## src/shared/usb_ctrl_pkg.sv

```systemverilog
// Package with register map, field positions and timing for the USB control block
package usb_ctrl_pkg;

  // ==========================================================================
  // Register byte addresses (AXI4-Lite, one word each)
  localparam logic [7:0] ADDR_SYS_CTRL   = 8'h00;  // usb_system_control
  localparam logic [7:0] ADDR_LINE_STAT  = 8'h04;  // usb_line_status
  localparam logic [7:0] ADDR_EP_IRQ_EN  = 8'h08;  // endpoint_interrupt_enable
  localparam logic [7:0] ADDR_BUS_CTRL   = 8'h0c;  // suspend / resume / wake
  localparam logic [7:0] ADDR_CLK_CTRL   = 8'h10;  // engine clock control
  localparam logic [7:0] ADDR_FIFO_CFG_A = 8'h14;  // fifo_size_cfg_a, ep1..ep4
  localparam logic [7:0] ADDR_FIFO_CFG_B = 8'h18;  // fifo_size_cfg_b, ep5..ep7
  localparam logic [7:0] ADDR_BUF_EN     = 8'h1c;  // in/out buffer enables
  localparam logic [7:0] ADDR_EP_FLAGS   = 8'h20;  // endpoint access flags
  localparam logic [7:0] ADDR_FIFO_BASE  = 8'h24;  // fifo base address, endpoint 0 only

  // ==========================================================================
  // Field positions
  localparam int SYS_OFF_BIT     = 6;  // interface_off
  localparam int SYS_PDOFF_BIT   = 5;  // bus_power_pulldown_off
  localparam int SYS_HFV_BIT     = 2;  // high_freq_voltage_ctl
  localparam int LS_DPOUT_BIT    = 7;
  localparam int LS_DMOUT_BIT    = 6;
  localparam int LS_DPIN_BIT     = 5;
  localparam int LS_DMIN_BIT     = 4;
  localparam int LS_SE1_BIT      = 3;
  localparam int LS_SE0_BIT      = 2;
  localparam int LS_PU_BIT       = 1;
  localparam int LS_ESD_BIT      = 0;
  localparam int BC_RESUME_BIT   = 3;
  localparam int BC_WAKE_BIT     = 1;
  localparam int BC_BUS_SUSPENDED_FLAG_BIT     = 0;
  localparam int CC_DEEP_BIT     = 4;  // deep_suspend_ctl
  localparam int CC_CLKON_BIT    = 3;  // engine_clock_on

  // ==========================================================================
  // Reset values
  localparam logic [7:0] SYS_RST   = 8'h00;
  localparam logic [7:0] LS_RST    = 8'hc0;  // GPIO outputs high, flags clear
  localparam logic [7:0] EPEN_RST  = 8'h00;
  localparam logic [7:0] CLK_RST   = 8'h00;
  localparam logic [7:0] FCFG_RST  = 8'h00;
  localparam logic [7:0] BUFEN_RST = 8'hff;

  // ==========================================================================
  // FIFO sizing
  localparam int          NUM_EP      = 8;
  localparam logic [9:0]  EP0_FIFO    = 10'h008;  // Control FIFO, fixed
  localparam logic [9:0]  FIFO_TOTAL  = 10'h388;  // 896+8 bytes
  localparam logic [11:0] FIFO_START  = 12'h0ff;  // Start in last RAM bank

  // ==========================================================================
  // Timing
  localparam int SYS_CLK_HZ    = 25_000_000;
  localparam int IDLE_BUS_SUSPENDED_FLAG_US  = 3000;  // Bus idle before suspend (3 ms)
  localparam int IDLE_BUS_SUSPENDED_FLAG_CYC = (IDLE_BUS_SUSPENDED_FLAG_US * (SYS_CLK_HZ / 1_000_000)) + 1;
  localparam int WAKE_PULSE_US = 1;
  localparam int WAKE_PULSE_CYC = WAKE_PULSE_US * (SYS_CLK_HZ / 1_000_000);

  // Bus line states seen by the engine
  typedef struct packed {
    logic dp;
    logic dm;
  } line_t;

  // Engine event strobes
  typedef struct packed {
    logic       se1Noise;
    logic       se0Noise;
    logic       esdHit;
    logic [7:0] epAccess;
  } sie_evt_t;

endpackage

```

## src/rtl/usb_device_interface_ctrl.sv

```systemverilog
// USB device interface control logic: suspend, resume, wake, FIFO map, line status
// Overview of operation
// - Idle over 3ms sets suspend flag, interrupt
// - Deep-suspend bit lowers suspended consumption further
// - Host resume sets resume bit, interrupts
// - Resume clears as suspended flag drops
// - Wake request sends pulse; host resumes
// - Endpoint zero control; others interrupt or bulk
// - Other endpoints FIFO depth 8..64 bytes
// - Control endpoint FIFO fixed eight bytes
// - Total FIFO storage 896+8 bytes
// - FIFO placed in last bank from 0FFH
// - Disabled OUT buffer takes no storage
// - Disable bit stops engine, floats regulator
// - Engine runs only with bus power
// - Bit 5 zero enables bus-power pull-down
// - GPIO outputs bits 7,6; inputs 5,4
// - SE1 noise sets sticky bit 3
// - SE0 noise sets sticky bit 2
// - Bit 1 attaches weak data pull-up
// - ESD event sets sticky bit 0
// - Per-endpoint interrupt enable, reset disabled
// - Resume bit clears when suspended drops
// - Interrupt on each suspended rising edge
// - Clock enable bit 3, deep-suspend bit 4
//
// The implementer's own choices: register access over AXI4-Lite and the placing of the registers.
`timescale 1ns/100ps
module usb_device_interface_ctrl #(
  parameter int IDLE_CYC  = usb_ctrl_pkg::IDLE_BUS_SUSPENDED_FLAG_CYC,
  parameter int WAKE_CYC  = usb_ctrl_pkg::WAKE_PULSE_CYC
) (
  // Clock and reset
  input  wire logic                  sys_clk,
  input  wire logic                  rst_n,
  // AXI4-Lite write address and data
  input  wire logic [7:0]            s_axi_awaddr,
  input  wire logic                  s_axi_awvalid,
  output logic                       s_axi_awready,
  input  wire logic [31:0]           s_axi_wdata,
  input  wire logic [3:0]            s_axi_wstrb,
  input  wire logic                  s_axi_wvalid,
  output logic                       s_axi_wready,
  output logic [1:0]                 s_axi_bresp,
  output logic                       s_axi_bvalid,
  input  wire logic                  s_axi_bready,
  // AXI4-Lite read
  input  wire logic [7:0]            s_axi_araddr,
  input  wire logic                  s_axi_arvalid,
  output logic                       s_axi_arready,
  output logic [31:0]                s_axi_rdata,
  output logic [1:0]                 s_axi_rresp,
  output logic                       s_axi_rvalid,
  input  wire logic                  s_axi_rready,
  // Bus line state and engine events
  input  wire usb_ctrl_pkg::line_t   lineIn,
  input  wire logic                  busActivity,
  input  wire logic                  hostResume,
  input  wire usb_ctrl_pkg::sie_evt_t sieEvt,
  input  wire logic                  busPowerPresent,
  // Data pins in GPIO mode
  output logic                       dplusOut,
  output logic                       dplusOe,
  output logic                       dminusOut,
  output logic                       dminusOe,
  // Power and analog controls
  output logic                       engineEnable,
  output logic                       engineClockGate,
  output logic                       deepSuspend,
  output logic                       regulatorOn,
  output logic                       busPullDownOn,
  output logic                       weakPullUpOn,
  output logic                       wakePulse,
  output logic                       usbIrq
);

  // ==========================================================================
  // State
  typedef enum logic [1:0] {WR_IDLE, WR_RESP} wr_st_t;

  typedef struct packed {
    wr_st_t      wrSt;
    logic        awHave;
    logic        wHave;
    logic [7:0]  awAddr;
    logic [31:0] wData;
    logic [3:0]  wStrb;
    logic        bErr;
    logic        rValid;
    logic [31:0] rData;
    logic        rErr;
    logic [7:0]  sysCtl;
    logic [7:0]  lineStat;
    logic [7:0]  epEn;
    logic [7:0]  clkCtl;
    logic [7:0]  fifoA;
    logic [7:0]  fifoB;
    logic [7:0]  bufEn;
    logic [7:0]  epFlags;
    logic        bus_suspended_flag;
    logic        resume;
    logic        wakeReq;
    logic [15:0] wakeCnt;
    logic [19:0] idleCnt;
    logic        irq;
  } state_t;

  state_t s_r;
  state_t s_nxt;

  logic        sieOn;
  logic [9:0]  epSize [usb_ctrl_pkg::NUM_EP];
  logic [11:0] epBase [usb_ctrl_pkg::NUM_EP];
  logic [7:0]  epUsed;
  logic        wrFire;
  logic [7:0]  wByte;
  logic [11:0] fifoEnd;
  logic        idleHit;

  // Engine live only when enabled and bus-powered
  assign sieOn = !s_r.sysCtl[usb_ctrl_pkg::SYS_OFF_BIT] && busPowerPresent;

  // Idle limit reached while awake; one net so checks can look back at it
  assign idleHit = sieOn && !s_r.bus_suspended_flag && s_r.idleCnt == 20'(IDLE_CYC);

  // ==========================================================================
  // FIFO map: each endpoint's depth and base, packed upward from the start
  // Endpoint 0 fixed at 8 bytes; others 8 << code; unused OUT slots close up
  genvar g;
  generate
    for (g = 0; g < usb_ctrl_pkg::NUM_EP; g++) begin : g_fifo
      logic [1:0] code;
      if (g == 0) begin : g_ep0
        assign code      = 2'h0;
        assign epSize[g] = usb_ctrl_pkg::EP0_FIFO;
        assign epUsed[g] = 1'b1;
        assign epBase[g] = usb_ctrl_pkg::FIFO_START;
      end else begin : g_epn
        if (g < 5) begin : g_a
          assign code = s_r.fifoA[2*(g-1) +: 2];
        end else begin : g_b
          assign code = s_r.fifoB[2*(g-5) +: 2];
        end
        // Endpoint 1 OUT disabled frees its slot for the next IN buffer
        // Split by generate so no branch indexes past the top enable bit
        if (g == 1) begin : g_out1
          assign epUsed[g] = s_r.bufEn[g] | s_r.bufEn[g+1];
        end else begin : g_rest
          assign epUsed[g] = s_r.bufEn[g];
        end
        assign epSize[g] = epUsed[g] ? (usb_ctrl_pkg::EP0_FIFO << code) : 10'h000;

        // Storage grows upward from the start address
        assign epBase[g] = epBase[g-1] + {2'h0, epSize[g-1]};
      end
    end
  endgenerate

  // Top of the FIFO region; it must never pass the total storage
  assign fifoEnd = epBase[usb_ctrl_pkg::NUM_EP-1] + {2'h0, epSize[usb_ctrl_pkg::NUM_EP-1]};

  // ==========================================================================
  // Pin and power outputs
  always_comb begin
    dplusOut        = s_r.lineStat[usb_ctrl_pkg::LS_DPOUT_BIT];
    dminusOut       = s_r.lineStat[usb_ctrl_pkg::LS_DMOUT_BIT];
    dplusOe         = s_r.sysCtl[usb_ctrl_pkg::SYS_OFF_BIT];  // GPIO only when engine off
    dminusOe        = s_r.sysCtl[usb_ctrl_pkg::SYS_OFF_BIT];
    engineEnable    = sieOn;
    engineClockGate = sieOn && s_r.clkCtl[usb_ctrl_pkg::CC_CLKON_BIT];
    deepSuspend     = s_r.bus_suspended_flag && s_r.clkCtl[usb_ctrl_pkg::CC_DEEP_BIT];
    regulatorOn     = !s_r.sysCtl[usb_ctrl_pkg::SYS_OFF_BIT];
    busPullDownOn   = !s_r.sysCtl[usb_ctrl_pkg::SYS_PDOFF_BIT];
    weakPullUpOn    = s_r.lineStat[usb_ctrl_pkg::LS_PU_BIT];
    wakePulse       = s_r.wakeReq;
    usbIrq          = s_r.irq;
    s_axi_awready   = (s_r.wrSt == WR_IDLE) && !s_r.awHave;
    s_axi_wready    = (s_r.wrSt == WR_IDLE) && !s_r.wHave;
    s_axi_bvalid    = (s_r.wrSt == WR_RESP);
    s_axi_bresp     = s_r.bErr ? 2'h2 : 2'h0;
    s_axi_arready   = !s_r.rValid;
    s_axi_rvalid    = s_r.rValid;
    s_axi_rdata     = s_r.rData;
    s_axi_rresp     = s_r.rErr ? 2'h2 : 2'h0;
  end

  // ==========================================================================
  // Next state: bus slave, engine flags, suspend detection
  always_comb begin
    s_nxt  = s_r;
    wrFire = 1'b0;
    wByte  = s_r.wData[7:0];

    // Collect write address and data in either order
    if (s_axi_awvalid && s_axi_awready) begin
      s_nxt.awHave = 1'b1;
      s_nxt.awAddr = s_axi_awaddr;
    end
    if (s_axi_wvalid && s_axi_wready) begin
      s_nxt.wHave = 1'b1;
      s_nxt.wData = s_axi_wdata;
      s_nxt.wStrb = s_axi_wstrb;
    end
    if (s_r.wrSt == WR_IDLE && s_r.awHave && s_r.wHave) begin
      wrFire       = s_r.wStrb[0];
      s_nxt.wrSt   = WR_RESP;
      s_nxt.awHave = 1'b0;
      s_nxt.wHave  = 1'b0;
      s_nxt.bErr   = s_r.awAddr > usb_ctrl_pkg::ADDR_FIFO_BASE;
    end
    if (s_r.wrSt == WR_RESP && s_axi_bready) begin
      s_nxt.wrSt = WR_IDLE;
    end

    // Register writes, low byte lane only carries data
    if (wrFire) begin
      unique case (s_r.awAddr)
        usb_ctrl_pkg::ADDR_SYS_CTRL:   s_nxt.sysCtl = wByte & 8'he4;
        usb_ctrl_pkg::ADDR_LINE_STAT: begin
          s_nxt.lineStat[7:6] = wByte[7:6];
          s_nxt.lineStat[1]   = wByte[1];
          // Zero clears, one leaves a pending flag alone
          s_nxt.lineStat[3] = s_r.lineStat[3] & wByte[3];
          s_nxt.lineStat[2] = s_r.lineStat[2] & wByte[2];
          s_nxt.lineStat[0] = s_r.lineStat[0] & wByte[0];
        end
        usb_ctrl_pkg::ADDR_EP_IRQ_EN:  s_nxt.epEn = wByte;
        usb_ctrl_pkg::ADDR_BUS_CTRL: begin
          s_nxt.wakeReq = s_r.wakeReq | wByte[usb_ctrl_pkg::BC_WAKE_BIT];
        end
        usb_ctrl_pkg::ADDR_CLK_CTRL:   s_nxt.clkCtl = wByte & 8'h18;
        usb_ctrl_pkg::ADDR_FIFO_CFG_A: s_nxt.fifoA = wByte;
        usb_ctrl_pkg::ADDR_FIFO_CFG_B: s_nxt.fifoB = wByte & 8'h3f;
        usb_ctrl_pkg::ADDR_BUF_EN:     s_nxt.bufEn = wByte;
        usb_ctrl_pkg::ADDR_EP_FLAGS:   s_nxt.epFlags = s_r.epFlags & wByte;
        default: ;
      endcase
    end

    // Engine-set flags win over a same-cycle clear
    if (sieOn) begin
      if (sieEvt.se1Noise) s_nxt.lineStat[usb_ctrl_pkg::LS_SE1_BIT] = 1'b1;
      if (sieEvt.se0Noise) s_nxt.lineStat[usb_ctrl_pkg::LS_SE0_BIT] = 1'b1;
      s_nxt.epFlags = s_nxt.epFlags | sieEvt.epAccess;
    end
    if (sieEvt.esdHit) s_nxt.lineStat[usb_ctrl_pkg::LS_ESD_BIT] = 1'b1;

    // Read channel
    if (s_axi_arvalid && s_axi_arready) begin
      s_nxt.rValid = 1'b1;
      s_nxt.rErr   = 1'b0;
      unique case (s_axi_araddr)
        usb_ctrl_pkg::ADDR_SYS_CTRL:   s_nxt.rData = {24'h0, s_r.sysCtl};
        usb_ctrl_pkg::ADDR_LINE_STAT:  s_nxt.rData = {24'h0, 2'h0, lineIn.dp, lineIn.dm,
                                                      s_r.lineStat[3:0]};
        usb_ctrl_pkg::ADDR_EP_IRQ_EN:  s_nxt.rData = {24'h0, s_r.epEn};
        usb_ctrl_pkg::ADDR_BUS_CTRL:   s_nxt.rData = {28'h0, s_r.resume, 1'b0, s_r.wakeReq,
                                                      s_r.bus_suspended_flag};
        usb_ctrl_pkg::ADDR_CLK_CTRL:   s_nxt.rData = {24'h0, s_r.clkCtl};
        usb_ctrl_pkg::ADDR_FIFO_CFG_A: s_nxt.rData = {24'h0, s_r.fifoA};
        usb_ctrl_pkg::ADDR_FIFO_CFG_B: s_nxt.rData = {24'h0, s_r.fifoB};
        usb_ctrl_pkg::ADDR_BUF_EN:     s_nxt.rData = {24'h0, s_r.bufEn};
        usb_ctrl_pkg::ADDR_EP_FLAGS:   s_nxt.rData = {24'h0, s_r.epFlags};
        usb_ctrl_pkg::ADDR_FIFO_BASE:  s_nxt.rData = {20'h0, epBase[0]};
        default: begin
          s_nxt.rData = 32'h0;
          s_nxt.rErr  = 1'b1;
        end
      endcase
    end else if (s_r.rValid && s_axi_rready) begin
      s_nxt.rValid = 1'b0;
    end

    // Idle counter: activity restarts it, reaching IDLE_CYC (where it holds) enters suspend
    s_nxt.irq = 1'b0;
    if (!sieOn || busActivity) begin
      s_nxt.idleCnt = 20'h0;
    end else if (s_r.idleCnt < 20'(IDLE_CYC)) begin
      s_nxt.idleCnt = s_r.idleCnt + 20'h1;
    end
    if (sieOn && !s_r.bus_suspended_flag && s_r.idleCnt == 20'(IDLE_CYC)) begin
      s_nxt.bus_suspended_flag = 1'b1;
      s_nxt.irq  = 1'b1;
    end
    if (sieOn && s_r.bus_suspended_flag && hostResume && !s_r.resume) begin
      s_nxt.resume = 1'b1;
      s_nxt.irq    = 1'b1;
    end
    // Bus activity with no resume signalling ends suspend and clears resume together
    if (s_r.bus_suspended_flag && busActivity && !hostResume) begin
      s_nxt.bus_suspended_flag   = 1'b0;
      s_nxt.resume = 1'b0;
    end
    if (!sieOn) begin
      s_nxt.bus_suspended_flag   = 1'b0;
      s_nxt.resume = 1'b0;
    end

    // Remote wake pulse of fixed width, self-clearing
    if (s_r.wakeReq) begin
      if (s_r.wakeCnt >= 16'(WAKE_CYC - 1)) begin
        s_nxt.wakeReq = 1'b0;
        s_nxt.wakeCnt = 16'h0;
      end else begin
        s_nxt.wakeCnt = s_r.wakeCnt + 16'h1;
      end
    end

    // Endpoint access events only interrupt when enabled
    if (sieOn && |(sieEvt.epAccess & s_r.epEn)) begin
      s_nxt.irq = 1'b1;
    end
  end

  // ==========================================================================
  // State register, synchronous reset
  always_ff @(posedge sys_clk) begin
    if (!rst_n) begin
      s_r          <= '0;
      s_r.wrSt     <= WR_IDLE;
      s_r.sysCtl   <= usb_ctrl_pkg::SYS_RST;
      s_r.lineStat <= usb_ctrl_pkg::LS_RST;
      s_r.epEn     <= usb_ctrl_pkg::EPEN_RST;
      s_r.clkCtl   <= usb_ctrl_pkg::CLK_RST;
      s_r.fifoA    <= usb_ctrl_pkg::FCFG_RST;
      s_r.fifoB    <= usb_ctrl_pkg::FCFG_RST;
      s_r.bufEn    <= usb_ctrl_pkg::BUFEN_RST;
    end else begin
      s_r <= s_nxt;
    end
  end
endmodule

```

## config.mk

```make
export PLATFORM = sky130hd
export DESIGN_NAME = usb_device_interface_ctrl
export DESIGN_NICKNAME = d
export VERILOG_FILES = /design/src/shared/usb_ctrl_pkg.sv /design/src/rtl/usb_device_interface_ctrl.sv
export SDC_FILE = /design/constraint.sdc
export NUM_CORES = 1
export LEC_CHECK = 0
export ABC_CLOCK_PERIOD_IN_PS = 2350
export BUFFER_PORTS_ARGS = -buffer_cell sky130_fd_sc_hd__buf_2
export CAP_MARGIN = 20
export CORE_UTILIZATION = 54
export DETAILED_ROUTE_END_ITERATION = 10
export HOLD_SLACK_MARGIN = 0.02
export PLACE_DENSITY = 0.8
export REMOVE_ABC_BUFFERS = 1
export SKIP_CTS_REPAIR_TIMING = 1
export SLEW_MARGIN = 20
export SYNTH_ARGS = -nofsm -noshare
export SYNTH_HDL_FRONTEND = slang
export SYNTH_SLANG_ARGS = --single-unit
export TNS_END_PERCENT = 100
```

## constraint.sdc

```tcl
create_clock -name sys_clk -period 2.35 [get_ports sys_clk]
set_clock_uncertainty 0.2 [all_clocks]
set_input_delay 0.235 -clock sys_clk [delete_from_list [all_inputs] [get_ports sys_clk]]
set_output_delay 0.235 -clock sys_clk [all_outputs]
set_load 0.01 [all_outputs]
```

==> reports/results.tsv <==
stage	metric	value	unit
layout	Filler cells	761	
setup_path	kind of critical path	register to register	
setup_path	CP startpoint kind	register	
power_and_ir_drop	pwr/cell area	734	mW/mm^2
flow_run	max_cap viols	0	
clock_network	Max clock buf depth	2	
yosys	count leader, synth	dfxtp_1	
yosys	number of enable flip-flop cells after synthesis	0	
die	core area	0.0103	sq mm
die	total die area	0.0111	sq mm
die	Die H	105	microns
layout	Inserted Diodes	0	
sta	min Tclk post-route	2.23	ns
detailed_routing	DR DRC count	0	
detailed_routing	WL per Instance	16.2	microns
yosys	Yosys top cell by area	dfxtp_1	
layout	layout cell share with drive strength beyond 1	17.3	%
power_and_ir_drop	P_int	4.01	mW
setup_path	Critical Path RT	2.57	ns
layout	Syn-to-layout area delta	22.5	%
detailed_routing	vias	5450	
layout	Post-Layout Cell Count	939	
power_and_ir_drop	Clk pwr share	51.0	%
layout	FF+latch area	0.00242	sq mm
global_routing	Tot GR Track Use	27.3	%
yosys	Mapped Area	0.00575	sq mm
sta	Achievable Freq	449	MHz
sta	Final Max Tran Viols	0	
yosys	#FFs+latches synth	121	
yosys	Yosys top cell area share	42.1	%
global_routing	total gr overflow	0	
outcome	status	finished clean	
clock_network	CTS H-tree depth	4	
sta	Final Hold Viols	0	
setup_path	most numerous cell on the critical path	buf_4	
die	I/O Pins	128	
global_routing	initial antenna violation count	0	
clock_network	clock root buffer	clkbuf_8	
detailed_routing	First DRT Iteration DRCs	470	
placement	worst slack, placed	0.192	ns
power_and_ir_drop	Sw Pwr	1.16	mW
power_and_ir_drop	Sequential Power Share	41.6	%
setup_path	CP Cell Sequence	and3b_1, buf_4, nand4_2, buf_4, nor2_1, nand2_1, a21oi_1	
die	Initial Util	55.7	%
detailed_routing	Final ANT Viol Nets	0	
clock_network	CTS tree	done	
yosys	Yosys cell types	65	
power_and_ir_drop	Comb pwr share	7.3	%
yosys	sequential element share of the synthesized area	42.1	%
detailed_routing	final WL	15.3	mm
sta	final period utilization	94.9	%
setup_path	Slowest-stage cell, CP	nor2_1	
clock_network	clock transition at the registers of the reported paths	0.06	ns
layout	Final Net Count	872	
power_and_ir_drop	Leakage	2.82	nW
yosys	ranking of synthesized cells by area	dfxtp_1 42%, nand2_1 6.7%, buf_4 5.1%, a21oi_1 4.8%, mux2i_1 4.7%	
sta	endpoints failing setup	0	
yosys	asr flop ratio synth	0	%
clock_network	Clock Sinks	121	
die	Die X	105	microns
placement	Cells after DPL	871	
die	Cell Rows	37	
sta	Rel. slew slack	61.3	%
yosys	ys flop type	dfxtp_1	
sta	Final WS setup	0.121	ns
detailed_routing	DR pass1 iterations	5	
layout	area of the multi-input gates	0.00291	sq mm
setup_path	CP arrival	2.45	ns
global_routing	first-pass GRT wire length	23.9	mm
yosys	synth warn	0	
sta	worst slew pin tran	0.565	ns
yosys	Mapped Avg Cell Area	8.33	sq um
placement	PortBufs	74	
detailed_routing	Vias per Instance	5.80	
power_and_ir_drop	VDD IR max	0.469	mV
sta	RSZ-0062 raised after global routing	no	
yosys	Commonest cells post-synth	121 x dfxtp_1, 102 x nand2_1, 58 x nor2_1	
placement	HPWL Detailed	10.2	mm
setup_path	CP max stage delay	0.46	ns
clock_network	clk_lat worst skew	0.51	ns
global_routing	largest net degree at the start of global routing	32	
clock_network	TritonCTS Buffers	17	
worst_hold_path	worst hold path type	primary input to register	
yosys	cells after synthesis	690	
setup_path	Crit Path Max Fanout	9	
placement	final RePlAce weighted congestion	0.931	
setup_path	Crit. End Element	register	
global_routing	vias in the first global route	4996	
power_and_ir_drop	Switching Fraction	22.5	%
==> critical path, delay by kind of cell (launching register included) <==
family / cells / cell delay, ns
buf+inv: 2 / 0.38
flops: 1 / 0.36
compound gates: 1 / 0.20
simple gates: 4 / 1.01
==> layout by cell type (no fill, tap or decap), types with 5 or more instances in the layout <==
cell,Yosys,layout
mux2i_1,27,27
nor4_1,6,6
a22oi_1,10,10
and2_1,19,19
or3_1,10,10
o21ai_0,46,46
nand4_1,9,9
nor2_1,58,58
dfxtp_1,121,121
buf_2,7,74
xor2_1,6,6
nor3_1,12,12
buf_4,39,17
ha_1,5,5
nand2_1,102,102
nor2b_1,10,10
nand3_1,24,24
clkbuf_16,0,16
inv_1,18,18
a21oi_1,55,55
dlygate4sd3_1,0,38
conb_1,1,26
mux2_2,5,5
==> stage by stage <==
stage	cell area, sq um	hold WS (ns)	power, mW	utilization [%]	TNS (ns)
6_report	7040	0.00132	5.17	68.2	0
5_1_grt	7040	0.0216	5.31	68.2	0
4_1_cts	6660	-0.296	5.12	64.5	0
3_5_place_dp	6070	0.231	2.51	58.8	0
3_3_place_gp	6070	0.224	2.50	58.8	0
2_1_floorplan	5400	0.0969	2.35	-	-0.0559
==> metal layers <==
metal	up-vias	GRT usage [%]	share of wire, %
met3	57	6.74	8.2
met2	299	44.2	47
li1	2551	-	-
met1	2543	33.7	41
met4	0	13.5	3.9
met5	-	0	0
==> power by group through the flow <==
stage	combinational [mW]	clock [mW]	sequential [mW]
2_1_floorplan	0.174	0	2.17
3_3_place_gp	0.308	0	2.19
3_5_place_dp	0.317	0	2.19
4_1_cts	0.320	2.65	2.15
5_1_grt	0.412	2.74	2.16
6_report	0.378	2.64	2.15
==> cells by family (layout without fill, tap and decap cells) <==
family	Yosys count	count (layout)	synth area share [%]
AOI/OAI and AO/OA	152	152	15.8
xor gates and xnor gates	7	7	1.07
adders and majority gates	5	5	1.09
buffers and inverters	90	178	8.97
DFF	121	121	42.1
muxes	34	34	6.46
other	1	26	0.0652
and+or+nand+nor	280	280	24.4
==> worst paths after layout <==
path,startpoint,endpoint,slack [ns],depth (start not counted)
worst min-delay path,s_axi_wvalid,s_r[183],0.001,3
worst max-delay path,s_r[185],g_fifo[3].code[0],0.12,7
worst max register to register,s_r[185],g_fifo[3].code[0],0.12,7
worst min register to register,s_axi_rdata[6],s_axi_rdata[6],0.25,2
==> registers in the layout, summed over array words and instances (netlist names) <==
name,flops
s_axi_rvalid,1
usbIrq,1
dminusOe,1
dplusOut,1
dminusOut,1
s_axi_rdata,8
epUsed,6
s_r,86
weakPullUpOn,1
g_fifo.code,14
wakePulse,1
==> area by class of cell <==
| cell class | count | share of cell area (%) |
|---|---|---|
| multi-input cells | 504 | 41.2 |
| flip-flops and latches | 121 | 34.4 |
| repair buffers | 129 | 12.5 |
| clock buffers | 21 | 6.38 |
| well taps | 136 | 2.42 |
| clock inverters | 9 | 2.10 |
| inverters | 19 | 1.01 |
No activity file was read; power rests on OpenSTA's default activity.
